===== config.mk =====
export PLATFORM = sky130hd
export DESIGN_NAME = usbsdc_top
export DESIGN_NICKNAME = d
export VERILOG_FILES = /design/src/include/usbsdc_pkg.sv /design/src/include/usbsdc_sense_if.sv /design/src/core/usbsdc_top.sv /design/src/core/usbsdc_debounce.sv /design/src/core/usbsdc_id_decode.sv
export SDC_FILE = /design/constraint.sdc
export NUM_CORES = 1
export LEC_CHECK = 0
export CORE_MARGIN = 1
export CORE_UTILIZATION = 41
export CTS_BUF_LIST = sky130_fd_sc_hd__clkbuf_8
export DETAILED_ROUTE_END_ITERATION = 10
export DONT_BUFFER_PORTS = 1
export HOLD_SLACK_MARGIN = 0.1
export PLACE_DENSITY = 0.66
export SYNTH_ARGS = -nofsm -noshare
export SYNTH_HDL_FRONTEND = slang
export SYNTH_SLANG_ARGS = --single-unit

===== constraint.sdc =====
create_clock -name clock_in -period 3.2 [get_ports clock_in]
set_input_delay 0.8 -clock clock_in [delete_from_list [all_inputs] [get_ports clock_in]]
set_output_delay 0.8 -clock clock_in [all_outputs]
set_load 0.005 [all_outputs]

===== src/include/usbsdc_pkg.sv =====
// Purpose: shared constants for the usb supply and detect control block
// Assumes: one 200 MHz clock
// Notes: times are kept in their own units, cycle counts derive from them
package usbsdc_pkg;
  // clock rate
  localparam int CLK_FREQ_KHZ = 200000;
  // comparator debounce times, least values of each window
  localparam int BUSV_RISE_MS = 20;
  localparam int BUSV_FALL_MS = 8;
  localparam int SESS_RISE_MS = 20;
  localparam int SESS_FALL_MS = 8;
  localparam int BUSV_RISE_CYC = BUSV_RISE_MS * CLK_FREQ_KHZ;
  localparam int BUSV_FALL_CYC = BUSV_FALL_MS * CLK_FREQ_KHZ;
  localparam int SESS_RISE_CYC = SESS_RISE_MS * CLK_FREQ_KHZ;
  localparam int SESS_FALL_CYC = SESS_FALL_MS * CLK_FREQ_KHZ;
  localparam int DEB_CNT_W = 23;
  // over-voltage disconnect limit, longest time rounds down
  localparam int OVP_DISC_NS = 1000;
  localparam int OVP_DISC_CYC = OVP_DISC_NS * CLK_FREQ_KHZ / 1000000;
  localparam int OVP_PATH_CYC = 1;
  // strap level that means grounded
  localparam logic STRAP_GROUNDED = 1'b0;
  // reset values of control state
  localparam logic RST_OTG_SEL = 1'b0;
  localparam logic RST_MAIN_EN = 1'b0;
  localparam logic RST_BOOST_EN = 1'b0;
  localparam logic RST_AUX_EN = 1'b0;
  localparam logic [1:0] RST_AUX_LEVEL = 2'h0;
  // id sense bit positions
  localparam int ID_W = 3;
  localparam int ID_FLOAT_BIT = 0;
  localparam int ID_GROUND_BIT = 1;
  localparam int ID_FACTORY_BIT = 2;
  // interrupt source positions
  localparam int IRQ_BUSV = 0;
  localparam int IRQ_SESS = 1;
  localparam int IRQ_OVP = 2;
  localparam int IRQ_ID_BASE = 3;
  localparam int IRQ_NUM = 6;
  // cold start sequence
  typedef enum logic [1:0] {ST_IDLE, ST_STRAP, ST_RUN} usbsdc_state_t;
endpackage


===== src/include/usbsdc_sense_if.sv =====
// Purpose: carries a raw comparator level, its qualified sense and change
// Assumes: one clock domain
// Notes: change is a one-cycle pulse beside each sense bit
`timescale 1ns/1ps
`default_nettype none
interface usbsdc_sense_if #(parameter int W = 1);
  logic [W-1:0] raw;
  logic [W-1:0] sense;
  logic [W-1:0] change;
  // qualifier side
  modport src(input raw, output sense, output change);
  // user side
  modport snk(output raw, input sense, input change);
endinterface
`default_nettype wire


===== src/core/usbsdc_top.sv =====
// Purpose: usb supply section control: source, switch, enables, detection
// Assumes: all pins and software strobes synchronous to clock_in
// Notes: software writes arrive as one-cycle strobes with data
`timescale 1ns/1ps
`default_nettype none
module usbsdc_top
  import usbsdc_pkg::*;
#(
  parameter int BUSV_RISE = BUSV_RISE_CYC,
  parameter int BUSV_FALL = BUSV_FALL_CYC,
  parameter int SESS_RISE = SESS_RISE_CYC,
  parameter int SESS_FALL = SESS_FALL_CYC
) (
  // clock and reset
  input wire logic clock_in,
  input wire logic sys_rst_in,
  // pins
  input wire logic strap_supply_config_in,
  input wire logic system_reset_n_in,
  input wire logic bus_drive_enable_pin_in,
  // comparators
  input wire logic bus_valid_cmp_in,
  input wire logic session_valid_cmp_in,
  input wire logic overvoltage_cmp_in,
  input wire logic [2:0] id_cmp_in,
  // software writes
  input wire logic otg_supply_select_wr_in,
  input wire logic otg_supply_select_in,
  input wire logic main_usb_reg_enable_wr_in,
  input wire logic main_usb_reg_enable_in,
  input wire logic boost_enable_bit_wr_in,
  input wire logic boost_enable_bit_in,
  input wire logic aux_usb_reg_enable_wr_in,
  input wire logic aux_usb_reg_enable_in,
  input wire logic aux_usb_reg_level_wr_in,
  input wire logic [1:0] aux_usb_reg_level_in,
  input wire logic id_pullup_type_in,
  input wire logic id_extra_pullup_in,
  input wire logic [IRQ_NUM-1:0] irq_mask_in,
  input wire logic [IRQ_NUM-1:0] irq_clear_in,
  // supply controls
  output logic phy_supply_from_boost_out,
  output logic usb_phy_supply_en_out,
  output logic bus_switch_close_out,
  output logic boost_supply_en_out,
  output logic aux_usb_reg_en_out,
  output logic [1:0] aux_usb_reg_level_out,
  // id pull-ups
  output logic id_current_source_en_out,
  output logic id_resistor_pullup_en_out,
  output logic id_extra_pullup_en_out,
  // readable state
  output logic otg_supply_select_out,
  output logic main_usb_reg_enable_out,
  output logic boost_enable_bit_out,
  output logic bus_valid_sense_out,
  output logic session_valid_sense_out,
  output logic overvoltage_sense_out,
  output logic id_float_sense_out,
  output logic id_ground_sense_out,
  output logic id_factory_sense_out,
  // interrupts
  output logic [IRQ_NUM-1:0] irq_pending_out,
  output logic irq_out
);
  generate
    if (OVP_PATH_CYC > OVP_DISC_CYC || OVP_PATH_CYC < 1) begin : g_ovp_chk
      $error("over-voltage path slower than the disconnect limit");
    end
  endgenerate

  usbsdc_state_t state_q;
  logic otg_sel_q;
  logic main_en_q;
  logic boost_en_q;
  logic aux_en_q;
  logic [1:0] aux_level_q;
  logic strap_open_q;
  logic rstn_prev_q;
  logic ovp_q;
  logic ovp_chg_q;
  logic phy_en_q;
  logic switch_q;
  logic [IRQ_NUM-1:0] pend_q;
  logic [IRQ_NUM-1:0] events;
  logic irq_q;
  logic sense_busv_q;
  logic sense_sess_q;
  logic [ID_W-1:0] sense_id_q;
  logic pu_cur_q;
  logic pu_res_q;
  logic pu_extra_q;
  logic cold;
  logic otg_set;
  logic force_main;
  logic busv_fall;
  logic rstn_rise;

  usbsdc_sense_if #(.W(1)) busv_if ();
  usbsdc_sense_if #(.W(1)) sess_if ();
  usbsdc_sense_if #(.W(ID_W)) id_if ();

  // comparator levels into the qualifiers
  assign busv_if.raw = bus_valid_cmp_in;
  assign sess_if.raw = session_valid_cmp_in;
  assign id_if.raw = id_cmp_in;

  // bus-valid qualifier
  usbsdc_debounce #(
    .RISE_CYC(BUSV_RISE),
    .FALL_CYC(BUSV_FALL),
    .CNT_W(DEB_CNT_W)
  ) u_busv (
    .clock_in(clock_in),
    .sys_rst_in(sys_rst_in),
    .det(busv_if.src)
  );

  // session-valid qualifier
  usbsdc_debounce #(
    .RISE_CYC(SESS_RISE),
    .FALL_CYC(SESS_FALL),
    .CNT_W(DEB_CNT_W)
  ) u_sess (
    .clock_in(clock_in),
    .sys_rst_in(sys_rst_in),
    .det(sess_if.src)
  );

  // id pin decode
  usbsdc_id_decode u_id (
    .clock_in(clock_in),
    .sys_rst_in(sys_rst_in),
    .id(id_if.src)
  );

  // cold start: strap is read on the second edge after release
  always_ff @(posedge clock_in or posedge sys_rst_in) begin
    if (sys_rst_in) begin
      state_q <= ST_IDLE;
    end else begin
      case (state_q)
        ST_IDLE: begin
          state_q <= ST_STRAP;
        end
        ST_STRAP: begin
          state_q <= ST_RUN;
        end
        ST_RUN: begin
          state_q <= ST_RUN;
        end
        default: begin
          state_q <= ST_IDLE;
        end
      endcase
    end
  end

  assign cold = (state_q == ST_STRAP);
  assign otg_set = otg_supply_select_wr_in && otg_supply_select_in && !cold;
  assign rstn_rise = system_reset_n_in && !rstn_prev_q;
  assign busv_fall = busv_if.change[0] && !busv_if.sense[0];
  assign force_main = strap_open_q && (rstn_rise || busv_fall) && !cold;

  // strap memory and reset pin edge
  always_ff @(posedge clock_in or posedge sys_rst_in) begin
    if (sys_rst_in) begin
      strap_open_q <= 1'b0;
      rstn_prev_q <= 1'b0;
    end else begin
      rstn_prev_q <= system_reset_n_in;
      if (cold) begin
        strap_open_q <= (strap_supply_config_in != STRAP_GROUNDED);
      end
    end
  end

  // supply source select
  always_ff @(posedge clock_in or posedge sys_rst_in) begin
    if (sys_rst_in) begin
      otg_sel_q <= RST_OTG_SEL;
    end else if (cold) begin
      otg_sel_q <= (strap_supply_config_in == STRAP_GROUNDED);
    end else if (otg_supply_select_wr_in) begin
      otg_sel_q <= otg_supply_select_in;
    end
  end

  // boost enable, set by default with a grounded strap
  always_ff @(posedge clock_in or posedge sys_rst_in) begin
    if (sys_rst_in) begin
      boost_en_q <= RST_BOOST_EN;
    end else if (cold) begin
      boost_en_q <= (strap_supply_config_in == STRAP_GROUNDED);
    end else if (boost_enable_bit_wr_in) begin
      boost_en_q <= boost_enable_bit_in;
    end
  end

  // main regulator enable; the forced set beats a software clear
  always_ff @(posedge clock_in or posedge sys_rst_in) begin
    if (sys_rst_in) begin
      main_en_q <= RST_MAIN_EN;
    end else if (cold) begin
      main_en_q <= 1'b1;
    end else if (force_main) begin
      main_en_q <= 1'b1;
    end else if (otg_set) begin
      main_en_q <= 1'b1;
    end else if (main_usb_reg_enable_wr_in) begin
      main_en_q <= main_usb_reg_enable_in;
    end
  end

  // auxiliary regulator enable and level
  always_ff @(posedge clock_in or posedge sys_rst_in) begin
    if (sys_rst_in) begin
      aux_en_q <= RST_AUX_EN;
      aux_level_q <= RST_AUX_LEVEL;
    end else begin
      if (otg_set) begin
        aux_en_q <= 1'b1;
      end else if (aux_usb_reg_enable_wr_in) begin
        aux_en_q <= aux_usb_reg_enable_in;
      end
      if (aux_usb_reg_level_wr_in) begin
        aux_level_q <= aux_usb_reg_level_in;
      end
    end
  end

  // over-voltage level and its change event
  always_ff @(posedge clock_in or posedge sys_rst_in) begin
    if (sys_rst_in) begin
      ovp_q <= 1'b0;
      ovp_chg_q <= 1'b0;
    end else begin
      ovp_q <= overvoltage_cmp_in;
      ovp_chg_q <= overvoltage_cmp_in ^ ovp_q;
    end
  end

  // phy supply and bus switch, over-voltage cuts both in one cycle
  always_ff @(posedge clock_in or posedge sys_rst_in) begin
    if (sys_rst_in) begin
      phy_en_q <= 1'b0;
      switch_q <= 1'b0;
    end else begin
      phy_en_q <= main_en_q && !overvoltage_cmp_in
                  && (otg_sel_q || busv_if.sense[0]);
      switch_q <= bus_drive_enable_pin_in && otg_sel_q
                  && !overvoltage_cmp_in;
    end
  end

  // id pull-up controls
  always_ff @(posedge clock_in or posedge sys_rst_in) begin
    if (sys_rst_in) begin
      pu_cur_q <= 1'b0;
      pu_res_q <= 1'b0;
      pu_extra_q <= 1'b0;
    end else begin
      pu_cur_q <= id_pullup_type_in;
      pu_res_q <= !id_pullup_type_in;
      pu_extra_q <= id_extra_pullup_in;
    end
  end

  // readable sense copies
  always_ff @(posedge clock_in or posedge sys_rst_in) begin
    if (sys_rst_in) begin
      sense_busv_q <= 1'b0;
      sense_sess_q <= 1'b0;
      sense_id_q <= '0;
    end else begin
      sense_busv_q <= busv_if.sense[0];
      sense_sess_q <= sess_if.sense[0];
      sense_id_q <= id_if.sense;
    end
  end

  // event vector, not gated by otg mode
  always_comb begin
    events = '0;
    events[IRQ_BUSV] = busv_if.change[0];
    events[IRQ_SESS] = sess_if.change[0];
    events[IRQ_OVP] = ovp_chg_q;
    events[IRQ_ID_BASE+ID_FLOAT_BIT] = id_if.change[ID_FLOAT_BIT];
    events[IRQ_ID_BASE+ID_GROUND_BIT] = id_if.change[ID_GROUND_BIT];
    events[IRQ_ID_BASE+ID_FACTORY_BIT] = id_if.change[ID_FACTORY_BIT];
  end

  // pending flags, a new event wins over a clear in the same cycle
  genvar gi;
  generate
    for (gi = 0; gi < IRQ_NUM; gi++) begin : g_pend
      always_ff @(posedge clock_in or posedge sys_rst_in) begin
        if (sys_rst_in) begin
          pend_q[gi] <= 1'b0;
        end else if (events[gi]) begin
          pend_q[gi] <= 1'b1;
        end else if (irq_clear_in[gi]) begin
          pend_q[gi] <= 1'b0;
        end
      end
    end
  endgenerate

  // masked interrupt line
  always_ff @(posedge clock_in or posedge sys_rst_in) begin
    if (sys_rst_in) begin
      irq_q <= 1'b0;
    end else begin
      irq_q <= |(pend_q & ~irq_mask_in);
    end
  end

  // outputs, all from flip-flops
  assign phy_supply_from_boost_out = otg_sel_q;
  assign usb_phy_supply_en_out = phy_en_q;
  assign bus_switch_close_out = switch_q;
  assign boost_supply_en_out = boost_en_q;
  assign aux_usb_reg_en_out = aux_en_q;
  assign aux_usb_reg_level_out = aux_level_q;
  assign id_current_source_en_out = pu_cur_q;
  assign id_resistor_pullup_en_out = pu_res_q;
  assign id_extra_pullup_en_out = pu_extra_q;
  assign otg_supply_select_out = otg_sel_q;
  assign main_usb_reg_enable_out = main_en_q;
  assign boost_enable_bit_out = boost_en_q;
  assign bus_valid_sense_out = sense_busv_q;
  assign session_valid_sense_out = sense_sess_q;
  assign overvoltage_sense_out = ovp_q;
  assign id_float_sense_out = sense_id_q[ID_FLOAT_BIT];
  assign id_ground_sense_out = sense_id_q[ID_GROUND_BIT];
  assign id_factory_sense_out = sense_id_q[ID_FACTORY_BIT];
  assign irq_pending_out = pend_q;
  assign irq_out = irq_q;
endmodule
`default_nettype wire


===== src/core/usbsdc_debounce.sv =====
// Purpose: debounces one comparator level with separate rise and fall times
// Assumes: raw is synchronous to clock_in
// Notes: sense moves after raw has held its new level the full time
`timescale 1ns/1ps
`default_nettype none
module usbsdc_debounce
  import usbsdc_pkg::*;
#(
  parameter int RISE_CYC = BUSV_RISE_CYC,
  parameter int FALL_CYC = BUSV_FALL_CYC,
  parameter int CNT_W = DEB_CNT_W
) (
  // clock and reset
  input wire logic clock_in,
  input wire logic sys_rst_in,
  // comparator
  usbsdc_sense_if.src det
);
  localparam logic [CNT_W-1:0] RISE_LAST = CNT_W'(RISE_CYC - 1);
  localparam logic [CNT_W-1:0] FALL_LAST = CNT_W'(FALL_CYC - 1);
  generate
    if (RISE_CYC < 1 || FALL_CYC < 1 || RISE_CYC > 2**CNT_W || FALL_CYC > 2**CNT_W) begin : g_chk
      $error("debounce count does not fit the counter");
    end
  endgenerate
  logic [CNT_W-1:0] cnt_q;
  logic sense_q;
  logic chg_q;
  logic done;
  assign done = (cnt_q == (sense_q ? FALL_LAST : RISE_LAST));
  // stability counter, cleared whenever raw agrees with sense
  always_ff @(posedge clock_in or posedge sys_rst_in) begin
    if (sys_rst_in) begin
      cnt_q <= '0;
    end else if (det.raw[0] == sense_q || done) begin
      cnt_q <= '0;
    end else begin
      cnt_q <= cnt_q + 1'b1;
    end
  end
  // qualified level and its change pulse
  always_ff @(posedge clock_in or posedge sys_rst_in) begin
    if (sys_rst_in) begin
      sense_q <= 1'b0;
      chg_q <= 1'b0;
    end else begin
      chg_q <= (det.raw[0] != sense_q) && done;
      if (det.raw[0] != sense_q && done) begin
        sense_q <= det.raw[0];
      end
    end
  end
  assign det.sense[0] = sense_q;
  assign det.change[0] = chg_q;
endmodule
`default_nettype wire


===== src/core/usbsdc_id_decode.sv =====
// Purpose: decodes the id pin threshold comparators into three sense bits
// Assumes: comparator levels are synchronous to clock_in
// Notes: raw bits are low, high and factory thresholds, in that order
`timescale 1ns/1ps
`default_nettype none
module usbsdc_id_decode
  import usbsdc_pkg::*;
(
  // clock and reset
  input wire logic clock_in,
  input wire logic sys_rst_in,
  // comparators in, sense out
  usbsdc_sense_if.src id
);
  logic [ID_W-1:0] dec;
  logic [ID_W-1:0] sense_q;
  logic [ID_W-1:0] chg_q;
  // resistor 0,1,0; grounded 0,0,0; floating 1,1,0; voltage 1,1,1
  always_comb begin
    dec[ID_FACTORY_BIT] = id.raw[2];
    dec[ID_FLOAT_BIT] = id.raw[1] | id.raw[2];
    dec[ID_GROUND_BIT] = id.raw[0] | id.raw[1] | id.raw[2];
  end
  // registered sense with per-bit change pulses
  always_ff @(posedge clock_in or posedge sys_rst_in) begin
    if (sys_rst_in) begin
      sense_q <= '0;
      chg_q <= '0;
    end else begin
      sense_q <= dec;
      chg_q <= dec ^ sense_q;
    end
  end
  assign id.sense = sense_q;
  assign id.change = chg_q;
endmodule
`default_nettype wire


== Word level (Yosys, flattened, before mapping) ==
Index checks and enable logic that the tools add are counted.

* Register bits after elaboration: 85
* Input bits: 36

* Add/sub/neg operators: 2
* Equal/unequal tests: 8
* Mux-type cells: 27
* Bitwise logic cells: 8
* Reductions and logical operators: 34

{| class="wikitable"
|+ Operators with widths
! cell !! number
|-
| 23-bit by 1-bit adder with 23-bit output (second input constant) || 2
|-
| 23-bit equality test || 2
|-
| 23-bit two-way mux || 2
|-
| 22-bit two-way mux || 2
|-
| 1-bit two-way mux || 22
|-
| 2-bit nonzero test || 9
|-
| 1-bit logical AND || 12
|-
| 6-bit bitwise AND || 1
|-
| 6-bit NOT || 1
|-
| 6-bit OR reduction || 1
|-
| 1-bit logical NOT || 5
|-
| 1-bit logical OR || 4
|-
| 2-bit one-hot mux with 2 select lines || 1
|-
| 4-bit nonzero test || 1
|-
| 1-bit OR || 3
|-
| 3-bit bitwise XOR || 1
|-
| 1-bit equality test || 2
|-
| 2-bit by 1-bit equality test with 1-bit output (second input constant) || 1
|-
| 2-bit equality test (second input constant) || 1
|-
| 2-bit logical NOT || 1
|-
| 1-bit inequality test || 2
|-
| 2-bit OR reduction || 1
|-
| 1-bit NOT || 1
|-
| 1-bit bitwise XOR || 1
|}

== Logic depth before layout (Yosys ltp) ==
* Word-level depth: 7
* Depth in mapped cells: 7
* Mapped depth without buffers: 6

== Modules after synthesis ==
From an unflattened synthesis, not the netlist that was laid out.

* Cells, all modules: 346
* Area total of the unflattened synthesis: 3789.9 sq um

{| class="wikitable"
|+ By module, submodules not included
! module !! instances !! cells an instance !! area each (sq um) !! sequential area each (sq um)
|-
| usbsdc_debounce at u_sess || 1 || 127 || 1285.0 || 625.6
|-
| usbsdc_debounce at u_busv || 1 || 132 || 1283.7 || 625.6
|-
| usbsdc_top || 1 || 75 || 1023.5 || 725.7
|-
| usbsdc_id_decode || 1 || 12 || 197.7 || 150.1
|}

== Worst setup path before layout ==
No wires, ideal clock.

* Path kind: register -> register
* Start: register u_sess.cnt_q[15]
* End: register u_sess.cnt_q[19]
* Library setup time: 119 ps
* Arrival: 1843 ps
* Path slack: 1239 ps
* Stages on the path, launching flop included: 7
* Cell sequence: dfrtp_1 or4_4 nor4b_4 o2111ai_4 o21ai_4 buf_12 nor2_2

* Longest elaborated chain between the ends: 3
* Elaborated cells on any way between the ends: 4
* Classes of those cells: add/sub: 1; eq/ne: 1; mux: 1; reduce/logical: 1

{| class="wikitable"
|+ RTL lines
! item !! line !! text
|-
| from (decl) || usbsdc_debounce.sv:26 || <nowiki>logic [CNT_W-1:0] cnt_q;</nowiki>
|-
| from (signal assigned) || usbsdc_debounce.sv:38 || <nowiki>cnt_q <= cnt_q + 1'b1;</nowiki>
|-
| parallel branches: the longest is 2 deep, another holds 23-bit by 1-bit adder with 23-bit output || -- ||
|-
| 23-bit two-way mux * || usbsdc_debounce.sv:35 || <nowiki>end else if (det.raw[0] == sense_q || done) begin</nowiki>
|}

Mark *: on every way between the ends.
A chain may end at the register's enable or synchronous reset.

== Final worst setup path ==
* Start: register u_sess.cnt_q[8]
* End: register u_sess.cnt_q[3]

* Longest elaborated chain between the ends: 3

{| class="wikitable"
|+ RTL lines
! item !! line !! text
|-
| 23-bit equality test || usbsdc_debounce.sv:30 || <nowiki>assign done = (cnt_q == (sense_q ? FALL_LAST : RISE_LAST));</nowiki>
|-
| 1-bit logical OR || usbsdc_debounce.sv:35 ||
|-
| 23-bit two-way mux || usbsdc_debounce.sv:35 ||
|}

Every way passes these cells.

==> impl_results.md <==
* Post-CTS Resized at 0
* DRT Pass-1 Iters at 4
* Synth cell count leaders: dfrtp_1, nor2_1, xor2_1
* CTS sink cnt at 85
* IO Port Bufs at 0
* CP max FO at 17
* CTS buffer count at 9
* Clock-pin slew on the worst setup and hold paths at roughly 0.090 ns
* Reg2reg start: u_sess.cnt_q[8]
* Critical path buffers and inverters at 0
* Peak VDD IR at around 250 µV
* Via count of the first global-routing pass at approximately 2500
* Distinct cell type count after synthesis at 49
* Slew HR at between 50% and 60%
* Routability cong. at roughly 0.84
* Status: finished, final reports clean
* CTS max path bufs at 2
* Largest net degree at the start of global routing at 45
* Ant diodes at 0
* Slowest library cell on the worst path: o21ai_4
* Synthesis-to-layout area growth at 8.15%
* Worst hold start: u_id.id.sense[2]
* Syn. warnings at 0
* CTS root buf: clkbuf_8
* Critical Path AT at 2.49 ns
* Leak at ~0.0018 µW
* Global Route Usage Sum at between 10 and 15%
* Max-slew violation count at 0
* # fillers at around 800
* Initial antenna violation count at 0
* CP Launch Point: u_sess.cnt_q[8]
* DR top layer: met4
* Max-cap check violation count at 0
* Worst-Skew Late Latency at around 0.35 ns
* Post-CTS Setup Repair Bufs at 0
* Max incr delay on CP at roughly 0.54 ns
* Final setup violating endpoints at 0
* Mapped Area at ~3800 µm²
* Vias per cell at between 5 and 6
* Critical path, cell by cell: or4b_1 -> nor3_1 -> o2111ai_4 -> o21ai_4 -> nor2_1
* Synthesized instance count at roughly 340
* Remaining global-route overflow at 0
* Met3 WL post-DR at around 200 µm
* Worst-Margin Slew at 0.735 ns
* Final Hold Vio Count at 0
* First-pass GRT wire length at 11600 µm
* DP HPWL at about 4700 µm
* Placed Instances at approximately 450
* CTS tree: done
* DRT Wirelength at roughly 6600 µm
* Final non-filler cell total at about 460
* Multi-input combinational cell area at 1580 µm²
* Post-synth EDFFs at 0
* Most common cell in the netlist: dfrtp_1
* Power Density at between 400 and 500 nW/µm²
* Sequential area share after synthesis at between 50 and 60%
* M1 WL at about 3200 µm
* Register Area at about 2100 µm²
* Num rows at 34
* Most used flip-flop cell after synthesis: dfrtp_1
* Layout cells sized above 1 at between 10% and 20%
* Peak Freq at roughly 0.44 GHz
* Hold WC Path Type: flop to flop
* RSZ-0062 raised after global routing: no
* WL met2 at between 3000 and 4000 µm
* I/O Pins at a little over 60
* DRT iter0 DRCs at 75
* Top Family by Delay on Critical Path: simple AND/OR/NAND/NOR gates
* DP Worst Slack at roughly 0.89 ns
* Final worst path period share at between 70 and 80%
* Vias at between 2000 and 2500
* Antenna-violating nets left at 0
* Die W at ~100 µm
* H-tree lvl count at 3
* Synthesis-stage register bit count at 85
* Starting Density at 43.0%
* Die H at approximately 100 µm
* Worst Slack Setup Final at approximately 0.92 ns
* Async SR Flop Fraction at 100%
* Min Tclk post-route at 2.28 ns
* Total negative setup slack at 0 ns
* Post-CTS Hold Buffers at 0
* Fin nets at ~400
* Worst Path Required at around 3.4 ns
* Avg WL per Cell at ~14 µm
* Hold slack at between 0.3 and 0.4 ns
* Yosys top cell by area: dfrtp_1
* DRC Markers at 0
* CP Launch Type: flop
* Syn Nets at approximately 380
* Crit Path Class: flop to flop
* DIE AREA at between 9000 and 10000 µm²
* Core area at 8890 µm²
* Crit. End Element: flop
* Mean Syn Cell Area at around 11 µm²
* Largest cells by area after synthesis: dfrtp_1, xor2_1, nor2_1
* Clock Skews at just under 0.009 ns
* Tot Pwr at 2050 µW
* Top cell type's share of synthesized area at roughly 56%
[worst register-to-register path, cell delays in order (launching register included)]
cell and delay, ns:
dfrtp_1 0.46, or4b_1 0.53, nor3_1 0.30, o2111ai_4 0.20, o21ai_4 0.54, nor2_1 0.12
[per-layer routing]
metal / up-vias / global-route usage (%)
li1: 1186 / -
met3: 4 / 4.04
met1: 1187 / 19.8
met5: - / 0
met4: 0 / 4.13
met2: 40 / 24.4
[power by group]
group          switching [µW]  leakage (µW)  internal [µW]
clock network             401      0.000110            397
registers                38.0       0.00110           1120
logic                    61.8      0.000555           38.5
[layout make-up]
type	instances	share of cell area, %
clock buffer	10	3.33
clock inverter	6	1.85
inverter	16	1.48
multi-input combinational	236	38.2
sequential	85	51.4
tap	108	3.27
timing repair buffer	1	0.484
[cells in the final DEF, fill, tap and decap left out, drive strengths merged, types with 2 or more instances in the layout]
| master | synthesis | layout |
|---|---|---|
| nor3 | 7 | 7 |
| o2111ai | 3 | 3 |
| xnor2 | 11 | 11 |
| or2 | 2 | 2 |
| or4 | 2 | 2 |
| mux2 | 5 | 5 |
| a21oi | 5 | 5 |
| or3 | 4 | 4 |
| nand2 | 24 | 24 |
| nor4 | 3 | 3 |
| xor2 | 34 | 34 |
| nor4b | 3 | 3 |
| mux2i | 2 | 2 |
| o21bai | 4 | 4 |
| o21ai | 5 | 5 |
| clkbuf | 2 | 10 |
| or4b | 2 | 2 |
| ha | 4 | 4 |
| clkinv | 0 | 2 |
| dfrtp | 85 | 85 |
| o31ai | 3 | 3 |
| and4 | 2 | 2 |
| nand4 | 10 | 10 |
| inv | 16 | 19 |
| nand3 | 21 | 21 |
| o22ai | 5 | 5 |
| and3 | 11 | 11 |
| nor2 | 52 | 52 |
| nor3b | 3 | 3 |
| nand4b | 2 | 2 |
[through the flow]
step / instance area, µm² / utilization [%]
3_3_place_gp: 3920 / 44.1
5_1_grt: 4140 / 46.5
4_1_cts: 4140 / 46.5
6_report: 4140 / 46.5
3_5_place_dp: 3920 / 44.1
2_1_floorplan: 3820 / -
[flip-flops by register name (all words and copies together) (netlist names), 2 cells and up]
register and cells:
aux_usb_reg_level_out 2, u_id.id.change 3, u_id.id.sense 3, state_q 2, u_busv.cnt_q 23, u_sess.cnt_q 23, irq_pending_out 6, sense_id_q 3
[worst paths after layout]
check | to | slack, ns | cells after the start
worst max-delay path | u_sess.cnt_q[3] | 0.92 | 5
worst min-delay path | sense_id_q[2] | 0.40 | 0
worst max register to register | u_sess.cnt_q[3] | 0.92 | 5
worst min register to register | sense_id_q[2] | 0.40 | 0
max in group asynchronous | irq_out | 2.10 | 2
min in group asynchronous | u_sess.cnt_q[7] | 0.43 | 1
[logic make-up after synthesis]
group / count (synthesis) / share of synthesized area, %
simple gates: 152 / 21.7
flops: 85 / 55.6
xor+xnor: 45 / 10.3
compound gates: 28 / 5.99
buf+inv: 23 / 3.11
mux: 7 / 2.00
fa+ha+maj: 4 / 1.31
Power figures use the tool's default switching activity.
